File: src/rtl/sram_base_pkg.sv
package sram_base_pkg;

	// Base register field positions.
	localparam int VALID_BIT      = 0;
	localparam int AS_MASK_LSB    = 1;
	localparam int AS_MASK_MSB    = 5;
	localparam int WP_BIT         = 8;
	localparam int RSVD_LSB       = 6;
	localparam int RSVD_MSB       = 7;
	localparam int AS_MASK_WIDTH  = 5;

	// Address-space mask bit order, counted from bit 1.
	localparam int AS_UD = 0;
	localparam int AS_UC = 1;
	localparam int AS_SD = 2;
	localparam int AS_SC = 3;
	localparam int AS_CI = 4;

	localparam logic [31:0] BASE_RESET = 32'h0000_0000;

	// Default memory size as a power of two in bytes (32 KiB).
	localparam int SRAM_ADDR_BITS = 15;

	typedef enum logic [2:0] {
		AS_USER_DATA  = 3'h0,
		AS_USER_CODE  = 3'h1,
		AS_SUPER_DATA = 3'h2,
		AS_SUPER_CODE = 3'h3,
		AS_CPU_SPACE  = 3'h4
	} access_space_e;

	typedef struct packed {
		logic          valid;
		logic [31:0]   addr;
		logic          write;
		access_space_e space;
	} core_req_s;

	typedef struct packed {
		logic sram_select;
		logic access_error;
		logic pass_on;
	} decision_s;

endpackage

File: src/rtl/sram_access_decode.sv
`timescale 1ns/1ps
module sram_access_decode #(
	parameter int ADDR_BITS = sram_base_pkg::SRAM_ADDR_BITS
)(
	// Register contents
	input  wire logic [31:0]            base_reg,
	// Core request
	input  wire sram_base_pkg::core_req_s req,
	// Decision
	output      sram_base_pkg::decision_s dec
);
	logic       in_region;
	logic       masked;
	logic       enabled;
	logic [4:0] mask_bits;

	always_comb
	begin
		mask_bits = base_reg[sram_base_pkg::AS_MASK_MSB:sram_base_pkg::AS_MASK_LSB];
		in_region = (req.addr[31:ADDR_BITS] == base_reg[31:ADDR_BITS]);
		masked    = mask_bits[req.space];
		enabled   = base_reg[sram_base_pkg::VALID_BIT];
		dec       = '0;
		if (req.valid)
		begin
			if (enabled && in_region && !masked)
			begin
				if (req.write && base_reg[sram_base_pkg::WP_BIT])
					dec.access_error = 1'b1;
				else
					dec.sram_select = 1'b1;
			end
			else
				dec.pass_on = 1'b1;
		end
	end
endmodule

File: src/rtl/sram_base_access_control.sv
`timescale 1ns/1ps
module sram_base_access_control #(
	parameter int ADDR_BITS = sram_base_pkg::SRAM_ADDR_BITS
)(
	// Clock and reset
	input  wire logic                     clk_sys,
	input  wire logic                     rst_n,
	// Core register write
	input  wire logic                     core_reg_wr,
	input  wire logic [31:0]              core_reg_wdata,
	// Debugger register write
	input  wire logic                     dbg_reg_wr,
	input  wire logic [31:0]              dbg_reg_wdata,
	// Register readback
	output      logic [31:0]              base_rdata,
	// Core access
	input  wire sram_base_pkg::core_req_s core_req,
	// Access decision
	output      logic                     sram_enable,
	output      logic                     access_error,
	output      logic                     non_sram_ref
);
	// Stored fields; bits 7:6 have no flip-flops and always read as zero.
	localparam int          VALID_POS  = sram_base_pkg::VALID_BIT;
	localparam int          AS_LSB     = sram_base_pkg::AS_MASK_LSB;
	localparam int          AS_MSB     = sram_base_pkg::AS_MASK_MSB;
	localparam int          AS_WIDTH   = sram_base_pkg::AS_MASK_WIDTH;
	localparam int          WP_POS     = sram_base_pkg::WP_BIT;
	localparam int          HI_LSB     = sram_base_pkg::WP_BIT + 1;
	localparam int          HI_WIDTH   = 32 - HI_LSB;
	localparam logic [31:0] RESET_WORD = sram_base_pkg::BASE_RESET;

	typedef struct packed {
		logic [HI_WIDTH-1:0] base_hi;
		logic                write_protect;
		logic [AS_WIDTH-1:0] space_mask;
		logic                valid;
	} state_s;

	// Which port, if any, loads the register in this cycle.
	typedef enum logic [2:0] {
		SRC_NONE  = 3'b001,
		SRC_CORE  = 3'b010,
		SRC_DEBUG = 3'b100
	} wr_src_e;

	state_s                   state_reg;
	state_s                   state_next;
	wr_src_e                  wr_src;
	logic                     wr_any;
	logic [31:0]              wr_source;
	logic [31:0]              reg_word;
	sram_base_pkg::decision_s dec;

	// Debugger write wins a same-cycle collision so a halted core cannot block it.
	always_comb
	begin
		wr_src = SRC_NONE;
		if (dbg_reg_wr)
		begin
			wr_src = SRC_DEBUG;
		end
		else if (core_reg_wr)
		begin
			wr_src = SRC_CORE;
		end
	end

	// A write replaces every stored field at once; reserved bits are dropped.
	always_comb
	begin
		state_next = state_reg;
		wr_source  = core_reg_wdata;
		wr_any     = 1'b0;
		case (wr_src)
			SRC_CORE:
			begin
				wr_source = core_reg_wdata;
				wr_any    = 1'b1;
			end
			SRC_DEBUG:
			begin
				wr_source = dbg_reg_wdata;
				wr_any    = 1'b1;
			end
			default:
			begin
				wr_source = core_reg_wdata;
				wr_any    = 1'b0;
			end
		endcase
		if (wr_any)
		begin
			state_next.base_hi       = wr_source[31:HI_LSB];
			state_next.write_protect = wr_source[WP_POS];
			state_next.space_mask    = wr_source[AS_MSB:AS_LSB];
			state_next.valid         = wr_source[VALID_POS];
		end
	end

	// Only the register is reset; the array contents are left alone.
	always_ff @(posedge clk_sys)
	begin
		if (!rst_n)
		begin
			state_reg.base_hi       <= RESET_WORD[31:HI_LSB];
			state_reg.write_protect <= RESET_WORD[WP_POS];
			state_reg.space_mask    <= RESET_WORD[AS_MSB:AS_LSB];
			state_reg.valid         <= RESET_WORD[VALID_POS];
		end
		else
		begin
			state_reg <= state_next;
		end
	end

	// Readback rebuilds the word with the reserved bits held at zero.
	always_comb
	begin
		reg_word                = '0;
		reg_word[31:HI_LSB]     = state_reg.base_hi;
		reg_word[WP_POS]        = state_reg.write_protect;
		reg_word[AS_MSB:AS_LSB] = state_reg.space_mask;
		reg_word[VALID_POS]     = state_reg.valid;
	end

	sram_access_decode #(
		.ADDR_BITS(ADDR_BITS)
	) u_decode (
		.base_reg(reg_word),
		.req     (core_req),
		.dec     (dec)
	);

	assign base_rdata   = reg_word;
	assign sram_enable  = dec.sram_select;
	assign access_error = dec.access_error;
	assign non_sram_ref = dec.pass_on;
endmodule

File: config.mk
export PLATFORM = sky130hd
export DESIGN_NAME = sram_base_access_control
export DESIGN_NICKNAME = d
export VERILOG_FILES = /design/src/rtl/sram_base_pkg.sv /design/src/rtl/sram_access_decode.sv /design/src/rtl/sram_base_access_control.sv
export SDC_FILE = /design/constraint.sdc
export NUM_CORES = 1
export LEC_CHECK = 0
export ABC_AREA = 1
export BUFFER_PORTS_ARGS = -buffer_cell sky130_fd_sc_hd__buf_2
export CAP_MARGIN = 0
export CORE_MARGIN = 2
export CORE_UTILIZATION = 40
export DETAILED_ROUTE_END_ITERATION = 16
export GPL_TIMING_DRIVEN = 0
export MAX_ROUTING_LAYER = met4
export PLACE_DENSITY = 0.86
export REMOVE_ABC_BUFFERS = 1
export SLEW_MARGIN = 25
export SYNTH_ARGS = -nofsm -noshare
export SYNTH_HDL_FRONTEND = slang
export SYNTH_SLANG_ARGS = --single-unit
File: constraint.sdc
create_clock -name clk_sys -period 1.2 [get_ports clk_sys]
set_clock_uncertainty 0.05 [all_clocks]
set_input_delay 0.24 -clock clk_sys [delete_from_list [all_inputs] [get_ports clk_sys]]
set_output_delay 0.24 -clock clk_sys [all_outputs]
set_load 0.02 [all_outputs]
* Word-level counts from Yosys, hierarchy flattened
Index checks and enable logic that the tools add are counted.
W data, S select, Z words.
** Storage, ports and cells
- Bits in latches :: 0
- Register bits after elaboration :: 30
- Memories :: 0
- RAM bits :: 0
- Memory bits (read-only) :: 0
** Operators by class
- Add/subtract/negate cells :: 0
- Shifts and indexed selects :: 0
- Reduce and logical (&&, ||, !) cells :: 5
- Muxes and demuxes :: 11
- Bitwise gates (word level) :: 0
- Equality and inequality tests :: 3
- Div/mod/pow operators :: 0
- Multiply operators :: 0
- $lt $le $gt $ge :: 1
** Operators with widths (count)
- $mux W32 :: 1
- $eq A17 B17 Y1 :: 1
- $mux W3 :: 2
- $mux W1 :: 5
- $lt A3 B4 Y1 const B :: 1
- $mux W2 :: 2
- $bmux W1 S3 :: 1
- $eq A3 B2 Y1 const B :: 1
- $eq A3 B3 Y1 const B :: 1
- $logic_and A1 B1 Y1 :: 3
- $reduce_or A2 Y1 :: 1
- $logic_not A1 Y1 :: 1

* Depth between registers and ports, before layout
Gate-level depths: netlist of the first run.
- Word-level depth :: 6
- Gate-level depth with buffers :: 9
- Gate-level depth less buffers :: 9

* Cells and area by module
Synthesis of the first run repeated with hierarchy kept, for this count alone.
** Second synthesis, totals
- Cell total of the unflattened synthesis :: 385
- Area, all modules :: 2387.3 um^2
** By module, submodules not included
- sram_base_access_control :: seq. area each 600.6 um^2, cells an instance 230, times used 1, area an instance 1765.4 um^2
- sram_access_decode :: seq. area each 0.0 um^2, cells an instance 155, times used 1, area an instance 621.8 um^2

* Worst setup path after synthesis of the first run
OpenSTA, ideal clock, no wires.
- Kind :: register to output
- From :: register state_reg (netlist bit base_rdata[25])
- To :: output access_error
- Data required time :: 0.910 ns
- Cell stages (with the launch flop) :: 7
- Path slack :: -0.489 ns
- Buffers on the path :: 0
- Arrival :: 1.399 ns
- Cell sequence :: dfxtp_1 > inv_1 > a21oi_1 > nand2_1 > nor2_1 > nand3_1 > nor3_1
** On the way
- Longest elaborated chain between the ends :: 5
** Ends and longest elaborated chain
- from (decl) :: line sram_base_access_control.sv:47 : state_s state_reg;
- from (signal assigned) :: line sram_base_access_control.sv:113 : state_reg <= state_next;
- $eq A17 B17 Y1 :: line sram_access_decode.sv:20 : in_region = (req.addr[31:ADDR_BITS] == base_reg[31:ADDR_BITS]);
- $logic_and A1 B1 Y1 (2 in series) :: line sram_access_decode.sv:26 : if (enabled && in_region && !masked)
- $mux W2 :: line sram_access_decode.sv:26
- $mux W3 :: line sram_access_decode.sv:24 : if (req.valid)
- to (decl) :: line sram_base_access_control.sv:20 : output logic access_error,
No other way between the ends.

* Final worst setup path of the first run
- From :: register state_reg (netlist bit base_rdata[24])
- To :: output sram_enable
** On the way
- Longest elaborated chain between the ends :: 5
** Ends and longest elaborated chain
- $eq A17 B17 Y1 :: line sram_access_decode.sv:20
- $logic_and A1 B1 Y1 (2 in series) :: line sram_access_decode.sv:26
- $mux W2 :: line sram_access_decode.sv:26
- $mux W3 :: line sram_access_decode.sv:24
- to (decl) :: line sram_base_access_control.sv:19 : output logic sram_enable,
No other way between the ends.

==> results of run 1 <==
[cells in the mapped netlist, drive strengths merged]
| cell | number |
|---|---|
| xnor2 | 1 |
| clkbuf | 3 |
| clkinv | 1 |
| conb | 1 |
| inv | 84 |
| nor2 | 20 |
| or2 | 1 |
| dfxtp | 30 |
| a21oi | 1 |
| nand3 | 23 |
| nor3 | 3 |
| o21ai | 26 |
| nand4 | 1 |
| buf | 14 |
| nand2 | 119 |
| o211ai | 17 |
[power by group through the flow]
| stage | combinational (W) | clock [W] | sequential, W |
|---|---|---|---|
| floorplan | 0.000300 | 0 | 0.00121 |
| global placement | 0.000676 | 0 | 0.00112 |
| detailed placement | 0.000697 | 0 | 0.00113 |
| CTS | 0.000714 | 0.000824 | 0.00111 |
| global route | 0.000819 | 0.000853 | 0.00112 |
| finish | 0.000726 | 0.000793 | 0.00111 |
[layer usage]
layer | global-route usage (%) | share of wire (%) | vias to the layer above
met3 | 3.70 | 6.1 | 7
met2 | 36.1 | 51 | 93
li1 | - | - | 1244
met4 | 7.21 | 1.1 | 0
met1 | 21.5 | 42 | 1093
met5 | - | 0 | -
[through the flow]
stage               total power, W  setup TNS (ns)  area, um2
global route               0.00279           -1.85       2800
finish                     0.00263           -1.61       2800
global placement           0.00180          -24.72       2630
floorplan                  0.00151           -1.22       1950
detailed placement         0.00182          -26.01       2630
CTS                        0.00264           -1.63       2750
[final cells by class]
class                      instances  share of cell area [%]
clock buffer                       6                    2.95
timing repair buffer             120                    22.2
multi-input combinational        215                    38.4
tap                               70                    3.13
inverter                          85                    11.6
sequential                        30                    21.7
[cells by family (layout without fill, tap and decap cells)]
| logic type | count (synthesis) | count (layout) | synth area share [%] |
|---|---|---|---|
| xor gates and xnor gates | 1 | 1 | 0.427 |
| and+or+nand+nor | 167 | 168 | 32.5 |
| buffers and inverters | 102 | 211 | 20.7 |
| DFF | 30 | 30 | 29.3 |
| AOI/OAI and AO/OA | 44 | 44 | 16.9 |
| other | 1 | 2 | 0.183 |
[critical path, delay by kind of cell (launching register included)]
kind / cells / cell delay, ns
buf+inv: 2 / 0.25
flops: 1 / 0.32
simple gates: 6 / 0.62
[path summary, 6_finish.rpt]
check | from | end | slack (ns) | depth (start not counted)
max reg2reg | base_rdata[26] | base_rdata[26] | 0.32 | 5
min | dbg_reg_wdata[8] | base_rdata[8] | 0.21 | 5
max | base_rdata[24] | sram_enable | -0.56 | 8
min reg2reg | base_rdata[9] | base_rdata[9] | 0.53 | 4
[what timing repair did]
| item | in CTS | in global routing |
|---|---|---|
| endpoints found under the setup margin | 33 | 31 |
| pin swaps | 2 | 3 |
| cloned | 1 | 0 |
| resized for setup | 12 | 19 |
| setup buffers | 1 | 1 |
==> out/qor.txt, run 1 <==
Worst path slowest cell: dfxtp_1
fin worst setup slack: -0.560 ns
# setup viols final: 3
largest area contributor in the netlist: dfxtp_1
fin. max-slew vios: 0
status: finished with violations
die height: 75.6 um
Netlist cell types: 20
Worst-Skew Late Latency: 0.27 ns
CTS H-tree depth: 2
core box area: 0.00504 mm2
NumNets Final: 562
Top cell by count, worst path: nand2_1
Area Growth Syn to Fin: 36.4%
ANT cells: 0
Pwr Density: 939 mW/mm2
cell count after placement: 517
vias in the first global route: 2,057
Post-Syn Area: 0.00205 mm2
largest net degree at the start of global routing: 47
DRC: 0
die width: 75.6 um
Critical Path Max Stage Delay: 0.32 ns
Syn Area/Cell: 5.95 um2
Worst-path clk slew: 0.06 ns
Comb power frac: 27.6%
required time of the critical path: 0.91 ns
Critical Path Sink Type: output port
Critical Path AT: 1.47 ns
max-cap viol count: 0
detailed placement HPWL: 3.97 mm
power share of the sequential group: 42.2%
vias per inst: 4.63
Total GRT Usage: 19.9%
TritonCTS Buffers: 5
HP Class: in2reg
unrepaired setup endpoints after global routing: yes
failing checks: negative setup slack
Max Freq: 0.568 GHz
Worst VDD drop: 0.000562 V
Final Hold Fails: 0
fin cells: 526
Synth Register Bits: 30
share of layout cells above drive strength 1: 36.8%
initial antenna violation count: 0
hold_ws: 0.206 ns
P_sw: 0.000824 W
critical setup path kind: reg2out
minimum clock period: 1.76 ns
I/O pin count: 140
Port Buffers: 118
most frequent cells in the layout: nand2_1, buf_2, inv_1, o21ai_0, dfxtp_1
leakage: 1.73 nW
GRT Residual Overflow: 0
clock network fraction of total power: 30.2%
Period Utilization, post-route: 147%
post-route ant nets: 0
GPL Wtd Cong: 0.754
wire length per cell: 10.8 um
Vias: 2,437
global-route wire length before repair: 8.41 mm
Filler Cell Count: 526
worst rel slew slack: 63.6%
Synth Instances: 345
Synth area leaders: dfxtp_1, nand2_1, inv_1
Clock Path Buffers: 2
crit-path cells: inv_1, nand2_1, nand2_1, nand2_1, nor2_1, nand3_2, nor3_2, buf_4
commonest non-fill, non-tap cell in the layout: nand2_1
multi-input logic area: 0.00108 mm2
Util after Layout: 55.5%
Clk Tree Root Cell: clkbuf_8
total wire length: 5.69 mm
clock sinks: 30
die footprint: 0.00572 mm2
sw frac: 31.4%
YS warnings: 0
Worst-Margin Slew: 0.546 ns
row cnt: 26
Int Power: 0.00180 W
CTS Hold Bufs: 0
TritonCTS clock tree: yes
Synth top area share: 29.3%
length of the first detailed-routing pass in iterations: 4
Reg area: 608 um2
Placement Setup Slack: -1.00 ns
Starting Density: 40.7%
CP Max Fanout: 3
register area share after synthesis: 29.3%
CP Launch Type: flip-flop
First DRT Iteration DRCs: 47
max reg flops: 30
(Power assumes the default switching activity.)
==> inputs of run 2 (changes only) <==
--- a/config.mk
+++ b/config.mk
@@ -13,7 +13,7 @@
 export DETAILED_ROUTE_END_ITERATION = 16
 export GPL_TIMING_DRIVEN = 0
 export MAX_ROUTING_LAYER = met4
-export PLACE_DENSITY = 0.86
+export PLACE_DENSITY = 0.76
 export REMOVE_ABC_BUFFERS = 1
 export SLEW_MARGIN = 25
 export SYNTH_ARGS = -nofsm -noshare
==> out/qor.txt, run 2 (same netlist as run 1, synthesis figures left out) <==
status: finished with violations
failing checks: negative setup slack
CP Max Fanout: 3
vias in the first global route: 2,001
global-route wire length before repair: 8.15 mm
die height: 75.6 um
core box area: 0.00504 mm2
fin worst setup slack: -0.609 ns
GPL Wtd Cong: 0.765
DRC: 0
Routed met3 length: 274 um
unrepaired setup endpoints after global routing: yes
Total GRT Usage: 19.5%
GRT Residual Overflow: 0
post-route ant nets: 0
First DRT Iteration DRCs: 45
Critical Path End: access_error
Reg2Reg Depth: 5
Worst-Margin Slew: 0.520 ns
die footprint: 0.00572 mm2
largest net degree at the start of global routing: 47
most frequent cells in the layout: nand2_1, buf_2, inv_1, o21ai_0, nand3_1
# setup viols final: 3
row cnt: 26
Final Total Pwr: 0.00311 W
hold_ws: 0.207 ns
Max Freq: 0.553 GHz
max-cap viol count: 0
required time of the critical path: 0.91 ns
Met1 Wirelength: 2.35 mm
Critical Path AT: 1.52 ns
CTS H-tree depth: 2
max reg flops: 30
worst rel slew slack: 65.3%
length of the first detailed-routing pass in iterations: 4
Worst-Skew Late Latency: 0.27 ns
final instance area: 0.00287 mm2
Max Used Layer: met4
Area Growth Syn to Fin: 39.7%
minimum clock period: 1.81 ns
TritonCTS clock tree: yes
total wire length: 5.46 mm
Vias: 2,346
I/O pin count: 140
vias per inst: 4.45
Critical Path Sink Type: output port
die width: 75.6 um
Clock Path Buffers: 2
critical setup path kind: reg2out
Clk Tree Root Cell: clkbuf_8
share of layout cells above drive strength 1: 38.1%
HP Class: in2reg
Worst VDD drop: 0.000591 V
fin. max-slew vios: 0
TritonCTS Buffers: 5
routed wl met2: 2.79 mm
initial antenna violation count: 0
Pwr Density: 1080 mW/mm2
NumNets Final: 561
r2r setup slk: 0.31 ns
r2r startpoint: base_rdata[25]
ANT cells: 0
Placement Setup Slack: -0.971 ns
Period Utilization, post-route: 151%
Starting Density: 40.7%
Final Hold Fails: 0
Port Buffers: 118
CP startpoint: base_rdata[25]
clock sinks: 30
CP Launch Type: flip-flop
wire length per cell: 10.4 um
detailed placement HPWL: 3.88 mm
Worst-path clk slew: 0.07 ns
worst r2r dst: base_rdata[25]
commonest non-fill, non-tap cell in the layout: nand2_1
leakage: 1.75 nW
CTS Hold Bufs: 0
placed cell areas: 0.00263 mm2
[run 2: cell types whose count changed in the layout (fill, tap and decap cells not counted), sizes merged]
cell	before	now
buf	120	119
bufinv	0	2
[run 2: repair_timing]
action,in CTS,in global routing
setup endpoints to repair,33,27
hold endpoints to repair,0,0
gates cloned,1,0
buffers inserted,0,1
resized for setup,12,25
pin swaps,2,11
[run 2: through the flow]
step                std cells  utilization [%]  TNS, ns
CTS                       526             55.7    -1.65
detailed placement        517             52.1   -25.35
global route              527             56.9    -1.96
global placement          517             52.1   -23.87
finish                    527             56.9    -1.70
floorplan                 329                -    -1.22
[run 2: how the worst min path moves through the flow]
| stage | from | end | depth (start not counted) |
|---|---|---|---|
| after floorplan | rst_n | base_rdata[10] | 2 |
| after detailed placement | dbg_reg_wdata[12] | base_rdata[12] | 5 |
| after global placement | dbg_reg_wdata[12] | base_rdata[12] | 5 |
| final | dbg_reg_wdata[12] | base_rdata[12] | 5 |
| after global routing | dbg_reg_wdata[13] | base_rdata[13] | 5 |
| after CTS | dbg_reg_wdata[12] | base_rdata[12] | 5 |
[run 2: worst max-delay path: stages (launching register included)]
cell	delay, ns
dfxtp_2	0.35
inv_2	0.05
a21oi_2	0.12
nand2_1	0.07
nor2_2	0.13
nand3_2	0.14
nor3_2	0.22
buf_4	0.17
[run 2: layout make-up]
cell class	instances	area (um2)
sequential	30	613
tap	70	87.6
clock inverter	2	60.1
multi-input combinational	215	1090
clock buffer	6	82.6
fill	502	2170
timing repair buffer	119	614
inverter	85	324
[run 2: power by group]
part | switching, W | total [W] | leakage [nW] | internal [W]
combinational | 0.000427 | 0.000722 | 1.43 | 0.000295
sequential | 0.0000423 | 0.00111 | 0.252 | 0.00107
clock | 0.000389 | 0.00127 | 0.0714 | 0.000886
total | 0.000859 | 0.00311 | 1.75 | 0.00225
[run 2: routing by layer]
metal  global-route usage (%)  up-vias
met1                     21.6     1021
met4                     6.63        0
met2                     34.5       72
li1                         -     1246
met3                     4.10        7
met5                        -        -
